**config.mk**
```make
export PLATFORM = sky130hd
export DESIGN_NAME = dpls_top
export DESIGN_NICKNAME = d
export VERILOG_FILES = /design/src/rtl/dpls_fifo.v /design/src/rtl/dpls_lane_ser.v /design/src/rtl/dpls_top.v
export VERILOG_INCLUDE_DIRS = /design/src /design/src/rtl
export SDC_FILE = /design/constraint.sdc
export NUM_CORES = 1
export LEC_CHECK = 0
export ABC_AREA = 1
export BUFFER_PORTS_ARGS = -buffer_cell sky130_fd_sc_hd__buf_2
export CAP_MARGIN = 10
export CORE_MARGIN = 2
export CORE_UTILIZATION = 50
export DETAILED_ROUTE_END_ITERATION = 6
export GPL_TIMING_DRIVEN = 0
export HOLD_SLACK_MARGIN = 0.03
export PLACE_DENSITY_LB_ADDON = 0.3
export SLEW_MARGIN = 40
export SYNTH_ARGS = -nofsm -noshare
export SYNTH_HDL_FRONTEND = slang
export SYNTH_SLANG_ARGS = --single-unit
```
**constraint.sdc**
```tcl
create_clock -name sys_clk_i -period 17.7 [get_ports sys_clk_i]
set_clock_uncertainty 0.2 [all_clocks]
set_input_delay 2.655 -clock sys_clk_i [delete_from_list [all_inputs] [get_ports sys_clk_i]]
set_output_delay 2.655 -clock sys_clk_i [all_outputs]
set_load 0.02 [all_outputs]
```
**src/rtl/dpls_regs.vh**
```
`ifndef DPLS_REGS_VH
`define DPLS_REGS_VH

// register addresses
`define DPLS_ADDR_CTRL      8'h00
`define DPLS_ADDR_WIN       8'h01
`define DPLS_ADDR_LANE_EN   8'h02
`define DPLS_ADDR_IN_EN     8'h03
`define DPLS_ADDR_STATUS    8'h04
`define DPLS_ADDR_LEVEL     8'h1C

// control register fields
`define DPLS_CTRL_DUAL      0
`define DPLS_CTRL_FMT_LO    1
`define DPLS_CTRL_FMT_HI    2
`define DPLS_CTRL_STROBE    3
`define DPLS_CTRL_W         4

// color formats
`define DPLS_FMT_30         2'h0
`define DPLS_FMT_24         2'h1
`define DPLS_FMT_18         2'h2
`define DPLS_MASK_30        10'h3FF
`define DPLS_MASK_24        10'h3FC
`define DPLS_MASK_18        10'h3F0

// level register fields
`define DPLS_LVL_EVEN_SWING 5
`define DPLS_LVL_ODD_SWING  4
`define DPLS_LVL_EVEN_OFS   3:2
`define DPLS_LVL_ODD_OFS    1:0
`define DPLS_LVL_W          6

// status register fields
`define DPLS_STAT_OVF       15
`define DPLS_STAT_EDGE      14

// reset values
`define DPLS_CTRL_RST       4'h0
`define DPLS_WIN_RST        2'h0
`define DPLS_LANE_EN_RST    12'hFFF
`define DPLS_IN_EN_RST      2'h3
`define DPLS_LEVEL_RST      6'h00

// framing
`define DPLS_FRAME_BITS     7
`define DPLS_FRAME_LAST     3'h6
`define DPLS_CLK_PATTERN    7'h63

`endif

```
**src/rtl/dpls_fifo.v**
```verilog
`timescale 1ns/1ps
module dpls_fifo #(
  parameter WIDTH = 70,
  parameter DEPTH = 8,
  parameter AW    = 3
) (
  input  wire             sys_clk_i,
  input  wire             rst_i,
  input  wire             in_valid_i,
  output wire             in_ready_o,
  input  wire [WIDTH-1:0] in_data_i,
  output wire             out_valid_o,
  input  wire             out_ready_i,
  output wire [WIDTH-1:0] out_data_o,
  output wire [AW:0]      count_o
);
  localparam [31:0] DEPTH_W = DEPTH;
  localparam [31:0] LAST_W  = DEPTH - 1;
  localparam [AW:0] FULL    = DEPTH_W[AW:0];

  reg [WIDTH-1:0] mem_r [0:DEPTH-1];
  reg [AW-1:0]    wr_ptr_r;
  reg [AW-1:0]    rd_ptr_r;
  reg [AW:0]      count_r;
  wire            push;
  wire            pop;
  wire [AW-1:0]   last_ptr;

  assign last_ptr    = LAST_W[AW-1:0];
  assign in_ready_o  = (count_r != FULL);
  assign out_valid_o = (count_r != {(AW+1){1'b0}});
  assign out_data_o  = mem_r[rd_ptr_r];
  assign count_o     = count_r;
  assign push        = in_valid_i & in_ready_o;
  assign pop         = out_valid_o & out_ready_i;

  always @(posedge sys_clk_i)
  begin
    if (push)
      mem_r[wr_ptr_r] <= in_data_i;
  end

  always @(posedge sys_clk_i or posedge rst_i)
  begin
    if (rst_i)
    begin
      wr_ptr_r <= {AW{1'b0}};
      rd_ptr_r <= {AW{1'b0}};
      count_r  <= {(AW+1){1'b0}};
    end
    else
    begin
      if (push)
        wr_ptr_r <= (wr_ptr_r == last_ptr) ? {AW{1'b0}} : wr_ptr_r + 1'b1;
      if (pop)
        rd_ptr_r <= (rd_ptr_r == last_ptr) ? {AW{1'b0}} : rd_ptr_r + 1'b1;
      if (push & ~pop)
        count_r <= count_r + 1'b1;
      else if (pop & ~push)
        count_r <= count_r - 1'b1;
    end
  end
endmodule // dpls_fifo

```
**src/rtl/dpls_lane_ser.v**
```verilog
`timescale 1ns/1ps
module dpls_lane_ser #(
  parameter LANES = 6,
  parameter BITS  = 7
) (
  input  wire                  sys_clk_i,
  input  wire                  rst_i,
  input  wire                  load_i,
  input  wire [LANES*BITS-1:0] word_i,
  output wire [LANES-1:0]      lane_o
);
  genvar l;
  generate
    for (l = 0; l < LANES; l = l + 1)
    begin : g_lane
      reg [BITS-1:0] sh_r;
      // msb first, one bit per clock
      always @(posedge sys_clk_i or posedge rst_i)
      begin
        if (rst_i)
          sh_r <= {BITS{1'b0}};
        else if (load_i)
          sh_r <= word_i[l*BITS +: BITS];
        else
          sh_r <= {sh_r[BITS-2:0], 1'b0};
      end
      assign lane_o[l] = sh_r[BITS-1];
    end
  endgenerate
endmodule // dpls_lane_ser

```
**src/rtl/dpls_top.v**
```verilog
`timescale 1ns/1ps
`include "dpls_regs.vh"
module dpls_top #(
  parameter FIFO_DEPTH = 8,
  parameter FIFO_AW    = 3,
  parameter AW         = 8,
  parameter DW         = 16
) (
  input  wire          sys_clk_i,
  input  wire          rst_i,
  input  wire          pixel_clock_input_i,
  input  wire          capture_edge_select_i,
  input  wire [29:0]   rgb_a_i,
  input  wire [29:0]   rgb_b_i,
  input  wire          hsync_i,
  input  wire          vsync_i,
  input  wire          pixel_valid_i,
  input  wire [1:0]    user_i,
  input  wire [AW-1:0] addr_i,
  input  wire [DW-1:0] wr_data_i,
  input  wire          wr_i,
  input  wire          rd_i,
  output wire [DW-1:0] rd_data_o,
  output wire [4:0]    odd_lane_o,
  output wire          odd_clk_lane_o,
  output wire [4:0]    even_lane_o,
  output wire          even_clk_lane_o,
  output wire [2:0]    odd_bank_level_bits_o,
  output wire [2:0]    even_bank_level_bits_o
);
  localparam IN_W   = 67;
  localparam DATA_W = 65;
  localparam BANK_W = 35;
  localparam WORD_W = 70;
  localparam LANES  = 6;
  localparam SER_W  = LANES * `DPLS_FRAME_BITS;

  // input synchronisers
  reg  [IN_W-1:0]   in_s1_r;
  reg  [IN_W-1:0]   in_s2_r;
  wire [IN_W-1:0]   in_raw;
  // sampling window delay line
  reg  [DATA_W-1:0] win_d1_r;
  reg  [DATA_W-1:0] win_d2_r;
  reg  [DATA_W-1:0] win_d3_r;
  reg  [DATA_W-1:0] win_data;
  reg               clk_d_r;
  wire              clk_s;
  wire              edge_sel;
  wire              rise;
  wire              fall;
  wire              cap_edge;
  wire              other_edge;
  // registers
  reg  [`DPLS_CTRL_W-1:0] ctrl_r;
  reg  [1:0]              win_r;
  reg  [11:0]             lane_en_r;
  reg  [1:0]              in_en_r;
  reg  [`DPLS_LVL_W-1:0]  level_r;
  reg                     ovf_r;
  reg                     edge_seen_r;
  reg  [DW-1:0]           rd_data_r;
  reg  [DW-1:0]           rd_nxt;
  // capture path
  reg  [4:0]        ctrl_hold_r;
  wire [4:0]        ctrl_use;
  reg  [9:0]        fmt_mask;
  wire [29:0]       mask30;
  wire [29:0]       pix_a;
  wire [29:0]       pix_b;
  reg  [WORD_W-1:0] push_data_r;
  reg               push_valid_r;
  wire              fifo_in_ready;
  wire              fifo_out_valid;
  wire [WORD_W-1:0] fifo_out_data;
  wire [FIFO_AW:0]  fifo_count;
  // frame path
  reg  [2:0]        frame_cnt_r;
  wire              frame_load;
  wire [WORD_W-1:0] frame_word;
  wire [SER_W-1:0]  odd_word;
  wire [SER_W-1:0]  even_word;
  wire [SER_W-1:0]  odd_gated;
  wire [SER_W-1:0]  even_gated;
  wire [LANES-1:0]  odd_ser;
  wire [LANES-1:0]  even_ser;
  wire              ovf_set;
  wire              ovf_clr;

  assign in_raw = {capture_edge_select_i, pixel_clock_input_i, user_i, pixel_valid_i,
                   vsync_i, hsync_i, rgb_b_i, rgb_a_i};

  // two-stage synchroniser on every pin except the register bus
  always @(posedge sys_clk_i or posedge rst_i)
  begin
    if (rst_i)
    begin
      in_s1_r <= {IN_W{1'b0}};
      in_s2_r <= {IN_W{1'b0}};
      clk_d_r <= 1'b0;
    end
    else
    begin
      in_s1_r <= in_raw;
      in_s2_r <= in_s1_r;
      clk_d_r <= clk_s;
    end
  end

  assign clk_s      = in_s2_r[65];
  assign edge_sel   = in_s2_r[66];
  assign rise       = clk_s & ~clk_d_r;
  assign fall       = ~clk_s & clk_d_r;
  assign cap_edge   = edge_sel ? fall : rise;
  assign other_edge = edge_sel ? rise : fall;

  // window shift: data taken 0..3 cycles behind the detected edge
  always @(posedge sys_clk_i or posedge rst_i)
  begin
    if (rst_i)
    begin
      win_d1_r <= {DATA_W{1'b0}};
      win_d2_r <= {DATA_W{1'b0}};
      win_d3_r <= {DATA_W{1'b0}};
    end
    else
    begin
      win_d1_r <= in_s2_r[DATA_W-1:0];
      win_d2_r <= win_d1_r;
      win_d3_r <= win_d2_r;
    end
  end

  always @*
  begin
    case (win_r)
      2'h0:    win_data = in_s2_r[DATA_W-1:0];
      2'h1:    win_data = win_d1_r;
      2'h2:    win_data = win_d2_r;
      default: win_data = win_d3_r;
    endcase
  end

  // control strobe: same edge or opposite edge
  always @(posedge sys_clk_i or posedge rst_i)
  begin
    if (rst_i)
      ctrl_hold_r <= 5'h00;
    else if (other_edge)
      ctrl_hold_r <= win_data[64:60];
  end

  assign ctrl_use = ctrl_r[`DPLS_CTRL_STROBE] ? ctrl_hold_r : win_data[64:60];

  always @*
  begin
    case (ctrl_r[`DPLS_CTRL_FMT_HI:`DPLS_CTRL_FMT_LO])
      `DPLS_FMT_24: fmt_mask = `DPLS_MASK_24;
      `DPLS_FMT_18: fmt_mask = `DPLS_MASK_18;
      default:      fmt_mask = `DPLS_MASK_30;
    endcase
  end

  assign mask30 = {3{fmt_mask}};
  assign pix_a  = in_en_r[0] ? (win_data[29:0] & mask30) : 30'h00000000;
  assign pix_b  = (in_en_r[1] & ctrl_r[`DPLS_CTRL_DUAL]) ?
                  (win_data[59:30] & mask30) : 30'h00000000;

  // one word per captured pixel clock edge
  always @(posedge sys_clk_i or posedge rst_i)
  begin
    if (rst_i)
    begin
      push_data_r  <= {WORD_W{1'b0}};
      push_valid_r <= 1'b0;
    end
    else
    begin
      push_valid_r <= cap_edge;
      if (cap_edge)
        push_data_r <= {ctrl_use, pix_b, ctrl_use, pix_a};
    end
  end

  dpls_fifo #(
    .WIDTH (WORD_W),
    .DEPTH (FIFO_DEPTH),
    .AW    (FIFO_AW)
  ) u_fifo (
    .sys_clk_i   (sys_clk_i),
    .rst_i       (rst_i),
    .in_valid_i  (push_valid_r),
    .in_ready_o  (fifo_in_ready),
    .in_data_i   (push_data_r),
    .out_valid_o (fifo_out_valid),
    .out_ready_i (frame_load),
    .out_data_o  (fifo_out_data),
    .count_o     (fifo_count)
  );

  // seven-state frame counter
  always @(posedge sys_clk_i or posedge rst_i)
  begin
    if (rst_i)
      frame_cnt_r <= 3'h0;
    else if (frame_load)
      frame_cnt_r <= 3'h0;
    else
      frame_cnt_r <= frame_cnt_r + 3'h1;
  end

  assign frame_load = (frame_cnt_r == `DPLS_FRAME_LAST);
  assign frame_word = fifo_out_valid ? fifo_out_data : {WORD_W{1'b0}};
  assign odd_word   = {`DPLS_CLK_PATTERN, frame_word[BANK_W-1:0]};
  assign even_word  = {`DPLS_CLK_PATTERN, frame_word[WORD_W-1:BANK_W]};

  // per-lane output enables
  genvar g;
  generate
    for (g = 0; g < LANES; g = g + 1)
    begin : g_gate
      assign odd_gated[g*`DPLS_FRAME_BITS +: `DPLS_FRAME_BITS] =
        odd_word[g*`DPLS_FRAME_BITS +: `DPLS_FRAME_BITS] &
        {`DPLS_FRAME_BITS{lane_en_r[g]}};
      assign even_gated[g*`DPLS_FRAME_BITS +: `DPLS_FRAME_BITS] =
        even_word[g*`DPLS_FRAME_BITS +: `DPLS_FRAME_BITS] &
        {`DPLS_FRAME_BITS{lane_en_r[g+LANES]}};
    end
  endgenerate

  dpls_lane_ser #(
    .LANES (LANES),
    .BITS  (`DPLS_FRAME_BITS)
  ) u_odd_ser (
    .sys_clk_i (sys_clk_i),
    .rst_i     (rst_i),
    .load_i    (frame_load),
    .word_i    (odd_gated),
    .lane_o    (odd_ser)
  );

  dpls_lane_ser #(
    .LANES (LANES),
    .BITS  (`DPLS_FRAME_BITS)
  ) u_even_ser (
    .sys_clk_i (sys_clk_i),
    .rst_i     (rst_i),
    .load_i    (frame_load),
    .word_i    (even_gated),
    .lane_o    (even_ser)
  );

  assign odd_lane_o      = odd_ser[4:0];
  assign odd_clk_lane_o  = odd_ser[5];
  assign even_lane_o     = even_ser[4:0];
  assign even_clk_lane_o = even_ser[5];

  // register file
  assign ovf_set = push_valid_r & ~fifo_in_ready;
  assign ovf_clr = wr_i & (addr_i == `DPLS_ADDR_STATUS) & wr_data_i[`DPLS_STAT_OVF];

  always @(posedge sys_clk_i or posedge rst_i)
  begin
    if (rst_i)
    begin
      ctrl_r      <= `DPLS_CTRL_RST;
      win_r       <= `DPLS_WIN_RST;
      lane_en_r   <= `DPLS_LANE_EN_RST;
      in_en_r     <= `DPLS_IN_EN_RST;
      level_r     <= `DPLS_LEVEL_RST;
      ovf_r       <= 1'b0;
      edge_seen_r <= 1'b0;
      rd_data_r   <= {DW{1'b0}};
    end
    else
    begin
      if (wr_i)
      begin
        case (addr_i)
          `DPLS_ADDR_CTRL:    ctrl_r    <= wr_data_i[`DPLS_CTRL_W-1:0];
          `DPLS_ADDR_WIN:     win_r     <= wr_data_i[1:0];
          `DPLS_ADDR_LANE_EN: lane_en_r <= wr_data_i[11:0];
          `DPLS_ADDR_IN_EN:   in_en_r   <= wr_data_i[1:0];
          `DPLS_ADDR_LEVEL:   level_r   <= wr_data_i[`DPLS_LVL_W-1:0];
          default:            ;
        endcase
      end
      // set wins over clear
      if (ovf_set)
        ovf_r <= 1'b1;
      else if (ovf_clr)
        ovf_r <= 1'b0;
      if (cap_edge)
        edge_seen_r <= 1'b1;
      rd_data_r <= rd_nxt;
    end
  end

  always @*
  begin
    rd_nxt = {DW{1'b0}};
    if (rd_i)
    begin
      case (addr_i)
        `DPLS_ADDR_CTRL:    rd_nxt[`DPLS_CTRL_W-1:0] = ctrl_r;
        `DPLS_ADDR_WIN:     rd_nxt[1:0] = win_r;
        `DPLS_ADDR_LANE_EN: rd_nxt[11:0] = lane_en_r;
        `DPLS_ADDR_IN_EN:   rd_nxt[1:0] = in_en_r;
        `DPLS_ADDR_LEVEL:   rd_nxt[`DPLS_LVL_W-1:0] = level_r;
        `DPLS_ADDR_STATUS:
        begin
          rd_nxt[`DPLS_STAT_OVF]  = ovf_r;
          rd_nxt[`DPLS_STAT_EDGE] = edge_seen_r;
          rd_nxt[FIFO_AW:0]       = fifo_count;
        end
        default:            rd_nxt = {DW{1'b0}};
      endcase
    end
  end

  assign rd_data_o = rd_data_r;

  // lane level controls: {swing, offset[1:0]}
  assign odd_bank_level_bits_o  = {level_r[`DPLS_LVL_ODD_SWING],
                                   level_r[`DPLS_LVL_ODD_OFS]};
  assign even_bank_level_bits_o = {level_r[`DPLS_LVL_EVEN_SWING],
                                   level_r[`DPLS_LVL_EVEN_OFS]};

  // clock range: edge detection needs no fixed pixel rate
endmodule // dpls_top

```
# --- Word-level counts from Yosys, hierarchy flattened ---
# Memories as Yosys holds them, arrays and structs flattened.
# Cells that the tools add are included.
classes:
  add_sub_neg: 5
  n_eq_ne: 13
  mux: 35
  n_bitwise: 27
  n_reduce_logical: 10
ops:
  columns: ["cell", "n"]
  rows:
  - ["$pmux W65 S3", 1]
  - ["$mux W7", 12]
  - ["$and A7 B7 Y7", 10]
  - ["$mux W70", 1]
  - ["$and A30 B30 Y30", 2]
  - ["$mux W30", 2]
  - ["$eq A8 B2 Y1 const B", 2]
  - ["$mux W16", 1]
  - ["$pmux W2 S6", 1]
  - ["$and A1 B1 Y1", 10]
  - ["$reduce_and A2 Y1", 5]
  - ["$add A3 B1 Y3 const B", 3]
  - ["$eq A3 B3 Y1 const B", 3]
  - ["$mux W3", 3]
  - ["$eq A8 B1 Y1 const B", 1]
  - ["$eq A8 B3 Y1 const B", 1]
  - ["$eq A8 B5 Y1 const B", 1]
  - ["$logic_not A8 Y1", 1]
  - ["$mux W4", 2]
  - ["$pmux W2 S4", 1]
  - ["$pmux W4 S2", 1]
  - ["$mux W1", 6]
  - ["$mux W6", 1]
  - ["$mux W5", 1]
  - ["other kinds (11)", 18]
totals:
  ff_bits: 547
  ram_bits: 560
  in_bits: 95
  output_inout_bits: 34
  word_cells: 124
  mem_count: 1
memory_table:
  columns: ["name", "depth", "word_bits", "read_ports", "rd_clocked_by_memory_dff", "wr", "line", "text"]
  rows:
  - ["u_fifo.mem_r", 8, 70, 1, 0, 1, "dpls_fifo.v:21", "reg [WIDTH-1:0] mem_r [0:DEPTH-1];"]

# --- Longest topological paths before layout ---
# Gate-level depths: netlist of the first run.
depth:
  ltp_word: 6
  depth_mapped: 14
  depth_no_buf: 14

# --- Cells and area by module ---
# A second synthesis of the first run with hierarchy kept.
unflattened:
  cells_unflattened: 4248
  hier_area_um2: 43426.6
by_module_without_submodules:
  columns: ["module", "instances", "cells_each", "area_each_um2", "seq_area_each_um2"]
  rows:
  - ["dpls_fifo", 1, 2506, 24746.2, 17066.4]
  - ["dpls_top", 1, 1386, 15332.2, 11178.2]
  - ["dpls_lane_ser", 2, 178, 1674.1, 1051.0]

# --- Least setup slack after synthesis of the first run ---
# Ideal clock, no wire load.
synth_path:
  path_type: "register to register"
  from: "register u_fifo.count_r[0] (netlist: u_fifo.count_o[0])"
  to: "memory u_fifo.mem_r[0][0], enable pin"
  setup_time_ps: 489
  t_arrival_ps: 3673
  required_time_ps: 17011
  setup_slack_ps: 13338
  stages_incl_launch_ff: 5
  n_path_buf: 0
  synth_period_minus_slack_ps: 4362
  cell_sequence: "dfrtp_1 nor2_1 a31oi_2 nand2_1 nor2_1"
synth_via:
  elab_chain_cells: 4
synth_rtl:
  columns: ["element", "line", "text"]
  rows:
  - ["start, declared", "dpls_fifo.v:24", "reg [AW:0] count_r;"]
  - ["start signal, assigned", "dpls_fifo.v:49", "count_r <= {(AW+1){1'b0}};"]
  - ["start signal, assigned", "dpls_fifo.v:58", "count_r <= count_r + 1'b1;"]
  - ["start signal, assigned", "dpls_fifo.v:60", "count_r <= count_r - 1'b1;"]
  - ["$ne A4 B4 Y1", "dpls_fifo.v:30", "assign in_ready_o = (count_r != FULL);"]
  - ["$and A1 B1 Y1", "dpls_fifo.v:34", "assign push = in_valid_i & in_ready_o;"]
  - ["via u_fifo.push", "dpls_fifo.v:25", "wire push;"]
  - ["$mux W1", "dpls_fifo.v:39", "if (push)"]
  - ["$mux W1 (implied by the code)", "dpls_fifo.v:40", "mem_r[wr_ptr_r] <= in_data_i;"]
  - ["end, declared", "dpls_fifo.v:21", null]
# The timed path passes the listed nets, and every way through them passes these cells.

==> out/summary.txt, run 1 <==
======================================================================================================
Outcome                                                                                      completed
Mean post-synth cell area                                                                     12.4 µm²
Total of cells resized after clock tree synthesis                                                    0
Synthesized area                                                                             38300 µm²
Total number of clock tree sinks                                                                  1060
Clock root buffer                                                                         sky130_fd_sc_hd__clkbuf_16
Main synth FF type                                                                        sky130_fd_sc_hd__dfrtp_1
CP Data Required Time                                                                         18.38 ns
Aggregate global routing overflow                                                                    0
Share of async-settable or async-resettable flops after synthesis                                50.9%
Number of ports placed on the die boundary                                                         129
Worst IR drop on VDD                                                                            102 µV
H-tree Lvls                                                                                          3
Worst-case headroom to the max-slew limit                                                        44.2%
Minimum period implied by the final worst setup slack                                          4.32 ns
Core Area                                                                                    75900 µm²
Max-cap violation count                                                                              0
Final hold violations                                                                                0
Number of detailed-routing iterations run before antenna repair                                      7
DIE AREA                                                                                     78900 µm²
Number of hold buffers added after cts                                                               0
Initial detailed-routing violation count                                                          2484
Post-detailed-route wirelength per cell                                                        21.6 µm
Insertion delay to the later sink of the worst-skew pair                                       0.67 ns
Y dimension of the die                                                                          281 µm
Share of layout cells above drive strength 1                                                     13.7%
Final worst path period share                                                                    24.4%
Number of standard-cell rows in the floorplan                                                      101
Worst setup path start                                                                           rst_i
Cell accounting for the most synthesized area                                             sky130_fd_sc_hd__edfxtp_1
Number of buffers inserted by post-CTS setup repair                                                  0
Commonest non-fill, non-tap cell in the layout                                            sky130_fd_sc_hd__nand2_1
Unrepaired setup endpoints after global routing                                                     no
Max Freq                                                                                       232 MHz
Count of inserted antenna diode cells                                                                0
Type of the worst setup path                                                              primary input to async pin
Number of warnings printed during yosys synthesis                                                    0
Tightest Hold Check Type                                                                  flip-flop to flip-flop
Storage cell area                                                                            29100 µm²
Number of flip-flops and latches in the synthesized netlist                                       1060
Initial antenna violation count                                                                      5
Largest fanout on the critical path                                                                 26
Quantity of I/O buffers inserted on ports                                                          123
Arrival time at the worst endpoint                                                             4.99 ns
Worst reg2reg path startpoint                                                             u_fifo.count_o[1]$_DFFE_PP0P_
GRT Resource Usage Total                                                                         25.1%
Cells after Synth                                                                                 3079
Fillers                                                                                           5846
Sequential element share of the synthesized area                                                 76.0%
Post-layout total power                                                                        6.61 mW
Number of nets in the final layout                                                                3474
Via count normalized by instance count                                                            5.49
Via Count                                                                                        24.6k
Number of nets still failing antenna checks after routing                                            0
Number of distinct library cell variants in the gate-level netlist after synthesis                  35
Share of Yosys cell area claimed by the top area cell type                                       40.7%
Drt drc                                                                                              0
Total area of multi-input combinational cells                                                 8100 µm²
Largest buffer count on any clock path                                                               3
Layout overhead on the synthesized area                                                          17.9%
Initial core utilization                                                                         50.5%
Leading cell types in the layout, fill and taps excluded                                  632 x sky130_fd_sc_hd__nand2_1, 526 x sky130_fd_sc_hd__dfrtp_1, 520 x sky130_fd_sc_hd__edfxtp_1, 444 x sky130_fd_sc_hd__nor2_1, 270 x sky130_fd_sc_hd__o21ai_0
Dominant cells by area after synthesis                                                    sky130_fd_sc_hd__edfxtp_1 41%, sky130_fd_sc_hd__dfrtp_1 34%, sky130_fd_sc_hd__nand2_1 6.2%
Final HPWL DP                                                                                  67.4 mm
Chip Width                                                                                      281 µm
EDFF count, synth                                                                                  520
Number of buffers added by the clock tree synthesis step                                           103
Clock transition at the register clock pins on the worst setup and hold paths after CTS        0.06 ns
Total routed wirelength                                                                        97.1 mm
Pin count of the biggest net entering global routing                                                29
Category of the worst setup path capture point                                               async pin
Tightest Pin Transition                                                                       0.837 ns
Sort of element at the start of the critical path                                         primary input
Clock tree from TritonCTS                                                                         done
Last weighted congestion value of the routability-driven placer                                  0.922
Launch point of the worst hold path                                                       in_s1_r[32]$_DFF_PP0_
Total negative slack                                                                              0 ns
Pwr Density                                                                                 146 nW/µm²
Leak                                                                                           18.4 nW
Vias in the first global route                                                                   24.0k
Final setup viols                                                                                    0
First-pass GRT wire length                                                                      147 mm
Final max-slew violation count                                                                       0
======================================================================================================
[layer usage]
metal	share of wire, %	global-route usage [%]
met1	41	35.0
met2	47	39.9
met3	8.8	3.96
met4	3.4	9.95
met5	0.035	0
[synthesized netlist by cell type (3+ instances only)]
master and number:
sky130_fd_sc_hd__buf_6 12, sky130_fd_sc_hd__buf_4 26, sky130_fd_sc_hd__o21ai_0 270, sky130_fd_sc_hd__nand2_1 632, sky130_fd_sc_hd__nand3_1 120, sky130_fd_sc_hd__dfrtp_1 526
sky130_fd_sc_hd__a21oi_1 37, sky130_fd_sc_hd__o211ai_1 109, sky130_fd_sc_hd__nor2_2 13, sky130_fd_sc_hd__clkbuf_1 73, sky130_fd_sc_hd__dfstp_2 14, sky130_fd_sc_hd__o21a_1 3
sky130_fd_sc_hd__buf_1 11, sky130_fd_sc_hd__nor2_1 452, sky130_fd_sc_hd__buf_2 40, sky130_fd_sc_hd__inv_1 74, sky130_fd_sc_hd__nor3_1 7, sky130_fd_sc_hd__o21ai_1 51
sky130_fd_sc_hd__o22ai_1 12, sky130_fd_sc_hd__ha_1 8, sky130_fd_sc_hd__clkinv_1 3, sky130_fd_sc_hd__edfxtp_1 520, sky130_fd_sc_hd__nand4_1 47, sky130_fd_sc_hd__nor2_4 3
[state kept, by name (all words and copies together) (netlist names), 2 cells and up]
name,cells
ctrl_hold_r,5
ctrl_r,4
frame_cnt_r,3
in_en_r,2
in_s1_r,67
in_s2_r,67
lane_en_r,12
level_r,6
push_data_r,65
rd_data_o,14
u_even_ser.g_lane.sh_r,42
u_fifo.count_o,4
u_fifo.mem_r,520
u_fifo.rd_ptr_r,3
u_fifo.wr_ptr_r,3
u_odd_ser.g_lane.sh_r,42
win_d1_r,65
win_d2_r,65
win_d3_r,65
win_r,2
[through the flow]
step / instances / hold WS [ns] / cell area [µm²] / worst slack (ns) / utilization, %
global placement: 4233 / 0.132 / 40200 / 4.44 / 53.0
finish: 4488 / 0.141 / 45200 / 13.38 / 59.5
global route: 4488 / 0.151 / 45200 / 13.12 / 59.5
CTS: 4488 / 0.146 / 45200 / 13.33 / 59.5
detailed placement: 4295 / 0.135 / 41700 / 12.62 / 54.9
floorplan: 3080 / 0.131 / 38300 / 7.51 / -
[cell families after synthesis]
logic type	Yosys count	share of synthesized area (%)
AND/OR/NAND/NOR	1281	13.5
flip-flops	1060	76.0
AO/OA/AOI/OAI	483	7.10
buffers and inverters	242	3.00
adder cells (fa/ha/maj)	9	0.313
XOR/XNOR	3	0.0686
other	1	0.00978
[where the power goes]
| part | internal (mW) | switching [mW] |
|---|---|---|
| Sequential | 2.82 | 0.127 |
| Clock | 1.31 | 0.923 |
| Combinational | 0.443 | 0.991 |
| Total | 4.57 | 2.04 |
[worst max-delay path, cell delays in order]
cell and delay (ns):
sky130_fd_sc_hd__buf_2 0.11, sky130_fd_sc_hd__clkinvlp_4 0.28, sky130_fd_sc_hd__buf_12 0.24, sky130_fd_sc_hd__buf_16 0.18, sky130_fd_sc_hd__buf_16 0.17, sky130_fd_sc_hd__buf_16 0.17
sky130_fd_sc_hd__buf_12 0.20, sky130_fd_sc_hd__buf_16 0.19, sky130_fd_sc_hd__buf_16 0.19, sky130_fd_sc_hd__buf_16 0.18, sky130_fd_sc_hd__buf_16 0.19, sky130_fd_sc_hd__buf_16 0.19
[final cells by class]
| type | count | area share (%) |
|---|---|---|
| plain buffers | 162 | 1.87 |
| well taps | 1030 | 2.85 |
| multi-input cells | 1778 | 17.9 |
| repair buffers | 185 | 4.45 |
| clock inverters | 50 | 1.27 |
| inverters | 80 | 0.678 |
| flip-flops and latches | 1060 | 64.5 |
| clock buffers | 143 | 6.46 |
[path summary, 6_finish.rpt]
check / cells past startpoint / slack [ns] / endpoint
worst min-delay path: 0 / 0.14 / in_s2_r[32]$_DFF_PP0_
min in group asynchronous: 2 / 1.79 / in_s1_r[34]$_DFF_PP0_
worst min register to register: 0 / 0.14 / in_s2_r[32]$_DFF_PP0_
worst max register to register: 14 / 14.51 / u_fifo.count_o[3]$_DFFE_PP0P_
worst max-delay path: 12 / 13.38 / win_d2_r[25]$_DFF_PP0_
max in group sys_clk_i: 1 / 13.49 / even_bank_level_bits_o[2]
Power figures use the tool's default switching activity.
==> inputs of run 2 (changes only) <==
- clock period: 17.7 -> 3.5 ns (I/O delays scaled with it)
==> run 2 against run 1 <==
Against the previous run:
- cell count grew 1.7%
- sequential cell count unchanged
- clock-buffer cell count grew 10
- die area is the same
- first-iteration DRC count grew 6.0%
- register-to-register slack got worse by 14 ns
- hold slack worse by 0.042 ns
- via count is 1.3% higher
- sequential share of layout area shrank 0.80 points
- sequential power rose to 5.1 times the previous value
- global-route usage rose by 0.31 points
- utilization rose by 0.74 points
==> out/summary.txt, run 2 (synthesis results as in run 1) <==
======================================================================================================
Final max-slew violation count                                                                       0
Cell count after placement                                                                        4291
Category of the worst setup path capture point                                               flip-flop
Insertion delay to the later sink of the worst-skew pair                                       0.67 ns
Largest registers                                                                         u_fifo.mem_r x520, in_s1_r x67, in_s2_r x67
Arrival time at the worst endpoint                                                             3.53 ns
Clk pwr share                                                                                    32.7%
Clock tree from TritonCTS                                                                         done
Number of buffers added by the clock tree synthesis step                                           101
Register containing the most flip-flops in the final layout                               u_fifo.mem_r
Register-to-register setup slack                                                               0.31 ns
Initial antenna violation count                                                                      1
Via count normalized by instance count                                                            5.46
Final HPWL DP                                                                                  65.9 mm
Launch point of the worst hold path                                                               wr_i
Hold path endpoint                                                                        ovf_r$_DFFE_PP0P_
Sequential power share                                                                           45.0%
CP Data Required Time                                                                          3.84 ns
Pre-CTS setup slack                                                                           0.343 ns
H-tree Lvls                                                                                          3
Number of nets still failing antenna checks after routing                                            0
Tightest Hold Check Type                                                                  primary input to flip-flop
Commonest non-fill, non-tap cell in the layout                                            sky130_fd_sc_hd__nand2_1
Most prevalent standard cell on the critical path                                         sky130_fd_sc_hd__nand2_1
Placement Cell Area                                                                          41600 µm²
Drt drc                                                                                              0
Worst hold path stage count                                                                          4
End-of-flow core utilization                                                                     60.2%
Share of layout cells above drive strength 1                                                     12.8%
Pwr Density                                                                                 724 nW/µm²
Worst-case headroom to the max-slew limit                                                        35.0%
Total number of clock tree sinks                                                                  1060
Critical-path top delay cell                                                              sky130_fd_sc_hd__nand2_2
Last weighted congestion value of the routability-driven placer                                  0.849
Post-layout instance count excluding filler cells                                                 4564
Cells along the critical path                                                             nor2_1 > nand3_1 > nand2_2 > ha_1 > inv_1 > ha_1 > nand2_1 > inv_1 > o21ai_0 > nand2_1 > nand2_1 > nand2_1 > nand2_1 > o21ai_0
Unrepaired setup endpoints after global routing                                                     no
R2R cell count                                                                                      14
Switching share of total power                                                                   31.5%
Minimum period implied by the final worst setup slack                                          3.19 ns
Initial core utilization                                                                         50.5%
Max Freq                                                                                       313 MHz
Total negative slack                                                                              0 ns
Chip Width                                                                                      281 µm
Largest buffer count on any clock path                                                               3
Clock root buffer                                                                         sky130_fd_sc_hd__clkbuf_16
Setup ws final                                                                                0.307 ns
Worst IR drop on VDD                                                                            472 µV
Total routed wirelength                                                                        98.3 mm
Number of detailed-routing iterations run before antenna repair                                      6
Post-detailed-route wirelength per cell                                                        21.5 µm
Initial detailed-routing violation count                                                          2633
GRT Resource Usage Total                                                                         25.4%
Worst flop-to-flop path endpoint                                                          u_fifo.count_o[3]$_DFFE_PP0P_
Worst reg2reg path startpoint                                                             u_fifo.count_o[1]$_DFFE_PP0P_
Fillers                                                                                           5731
Total of cells resized after clock tree synthesis                                                    0
Aggregate global routing overflow                                                                    0
Clock transition at the register clock pins on the worst setup and hold paths after CTS        0.06 ns
Final instance area                                                                          45800 µm²
Final setup viols                                                                                    0
Number of ports placed on the die boundary                                                         129
Outcome                                                                                      completed
Leak                                                                                           18.6 nW
Final worst path period share                                                                    91.2%
Final hold violations                                                                                0
Via Count                                                                                        24.9k
Type of the worst setup path                                                              flip-flop to flip-flop
Number of standard-cell rows in the floorplan                                                      101
Largest fanout on the critical path                                                                 10
Sort of element at the start of the critical path                                            flip-flop
Y dimension of the die                                                                          281 µm
Number of nets in the final layout                                                                3550
Leading cell types in the layout, fill and taps excluded                                  632 x sky130_fd_sc_hd__nand2_1, 526 x sky130_fd_sc_hd__dfrtp_1, 520 x sky130_fd_sc_hd__edfxtp_1, 444 x sky130_fd_sc_hd__nor2_1, 270 x sky130_fd_sc_hd__o21ai_0
Max reg flops                                                                                      520
Internal power consumption                                                                     22.7 mW
First-pass GRT wire length                                                                      150 mm
Vias in the first global route                                                                   24.8k
Layout overhead on the synthesized area                                                          19.4%
Quantity of I/O buffers inserted on ports                                                          123
Tightest Pin Transition                                                                       0.974 ns
DIE AREA                                                                                     78900 µm²
Logic pwr share                                                                                  22.3%
Max-cap violation count                                                                              0
Core Area                                                                                    75900 µm²
Pin count of the biggest net entering global routing                                                28
Largest stage delay, worst path                                                                0.52 ns
Count of inserted antenna diode cells                                                                0
Net switching power of the design                                                              10.4 mW
======================================================================================================
run 2: timing repair:
action / in CTS / in global routing
hold buffers: 82 / 0
setup buffers: 0 / 0
hold endpoints to repair: 111 / 0
run 2: how the worst max path moves through the flow:
stage / start / end / slack [ns] / cells after the start
floorplan: rst_i / clk_d_r$_DFF_PP0_ / -4.56 / 1
global placement: rst_i / in_s2_r[15]$_DFF_PP0_ / -7.53 / 2
detailed placement: u_fifo.count_o[1]$_DFFE_PP0P_ / u_fifo.mem_r[4][39]$_DFFE_PP_ / 0.34 / 7
CTS: u_fifo.count_o[1]$_DFFE_PP0P_ / u_fifo.mem_r[4][38]$_DFFE_PP_ / 0.31 / 7
global route: u_fifo.count_o[1]$_DFFE_PP0P_ / u_fifo.count_o[3]$_DFFE_PP0P_ / 0.11 / 14
finish: u_fifo.count_o[1]$_DFFE_PP0P_ / u_fifo.count_o[3]$_DFFE_PP0P_ / 0.31 / 14
run 2: power by group through the flow:
stage / Combinational (mW) / Clock [mW] / Sequential, mW
2_1_floorplan: 4.48 / 0 / 14.9
3_3_place_gp: 6.80 / 0 / 15.2
4_1_cts: 7.33 / 10.9 / 14.9
3_5_place_dp: 7.21 / 0 / 15.1
6_report: 7.40 / 10.8 / 14.9
5_1_grt: 8.06 / 11.4 / 15.0
run 2: cell type report:
| type | instances | area [µm²] | area share [%] |
|---|---|---|---|
| inverters | 80 | 307 | 0.670 |
| plain buffers | 162 | 846 | 1.85 |
| well taps | 1030 | 1290 | 2.82 |
| multi-input cells | 1778 | 8100 | 17.7 |
| clock inverters | 38 | 417 | 0.911 |
| repair buffers | 263 | 2740 | 5.98 |
| flip-flops and latches | 1060 | 29100 | 63.7 |
| clock buffers | 153 | 2920 | 6.39 |
run 2: routing by layer:
layer	global-route usage (%)	wire length, µm	up-vias
met4	7.91	2690	0
met2	42.0	47500	1067
met3	3.96	7750	193
met1	34.9	40400	12400
met5	0	0	-
li1	-	-	11300
run 2: through the flow:
stage | hold slack (ns) | power [mW]
CTS | 0.0532 | 33.1
finish | 0.0989 | 33.1
floorplan | 0.131 | 19.4
global placement | 0.132 | 22.0
global route | 0.116 | 34.5
detailed placement | 0.135 | 22.4
run 2: worst max-delay path, delay by kind of cell (launching register included):
kind | cells | cell delay [ns]
adder cells (fa/ha/maj) | 2 | 0.55
AND/OR/NAND/NOR | 8 | 1.42
flip-flops | 1 | 0.47
buffers and inverters | 2 | 0.13
AO/OA/AOI/OAI | 2 | 0.28
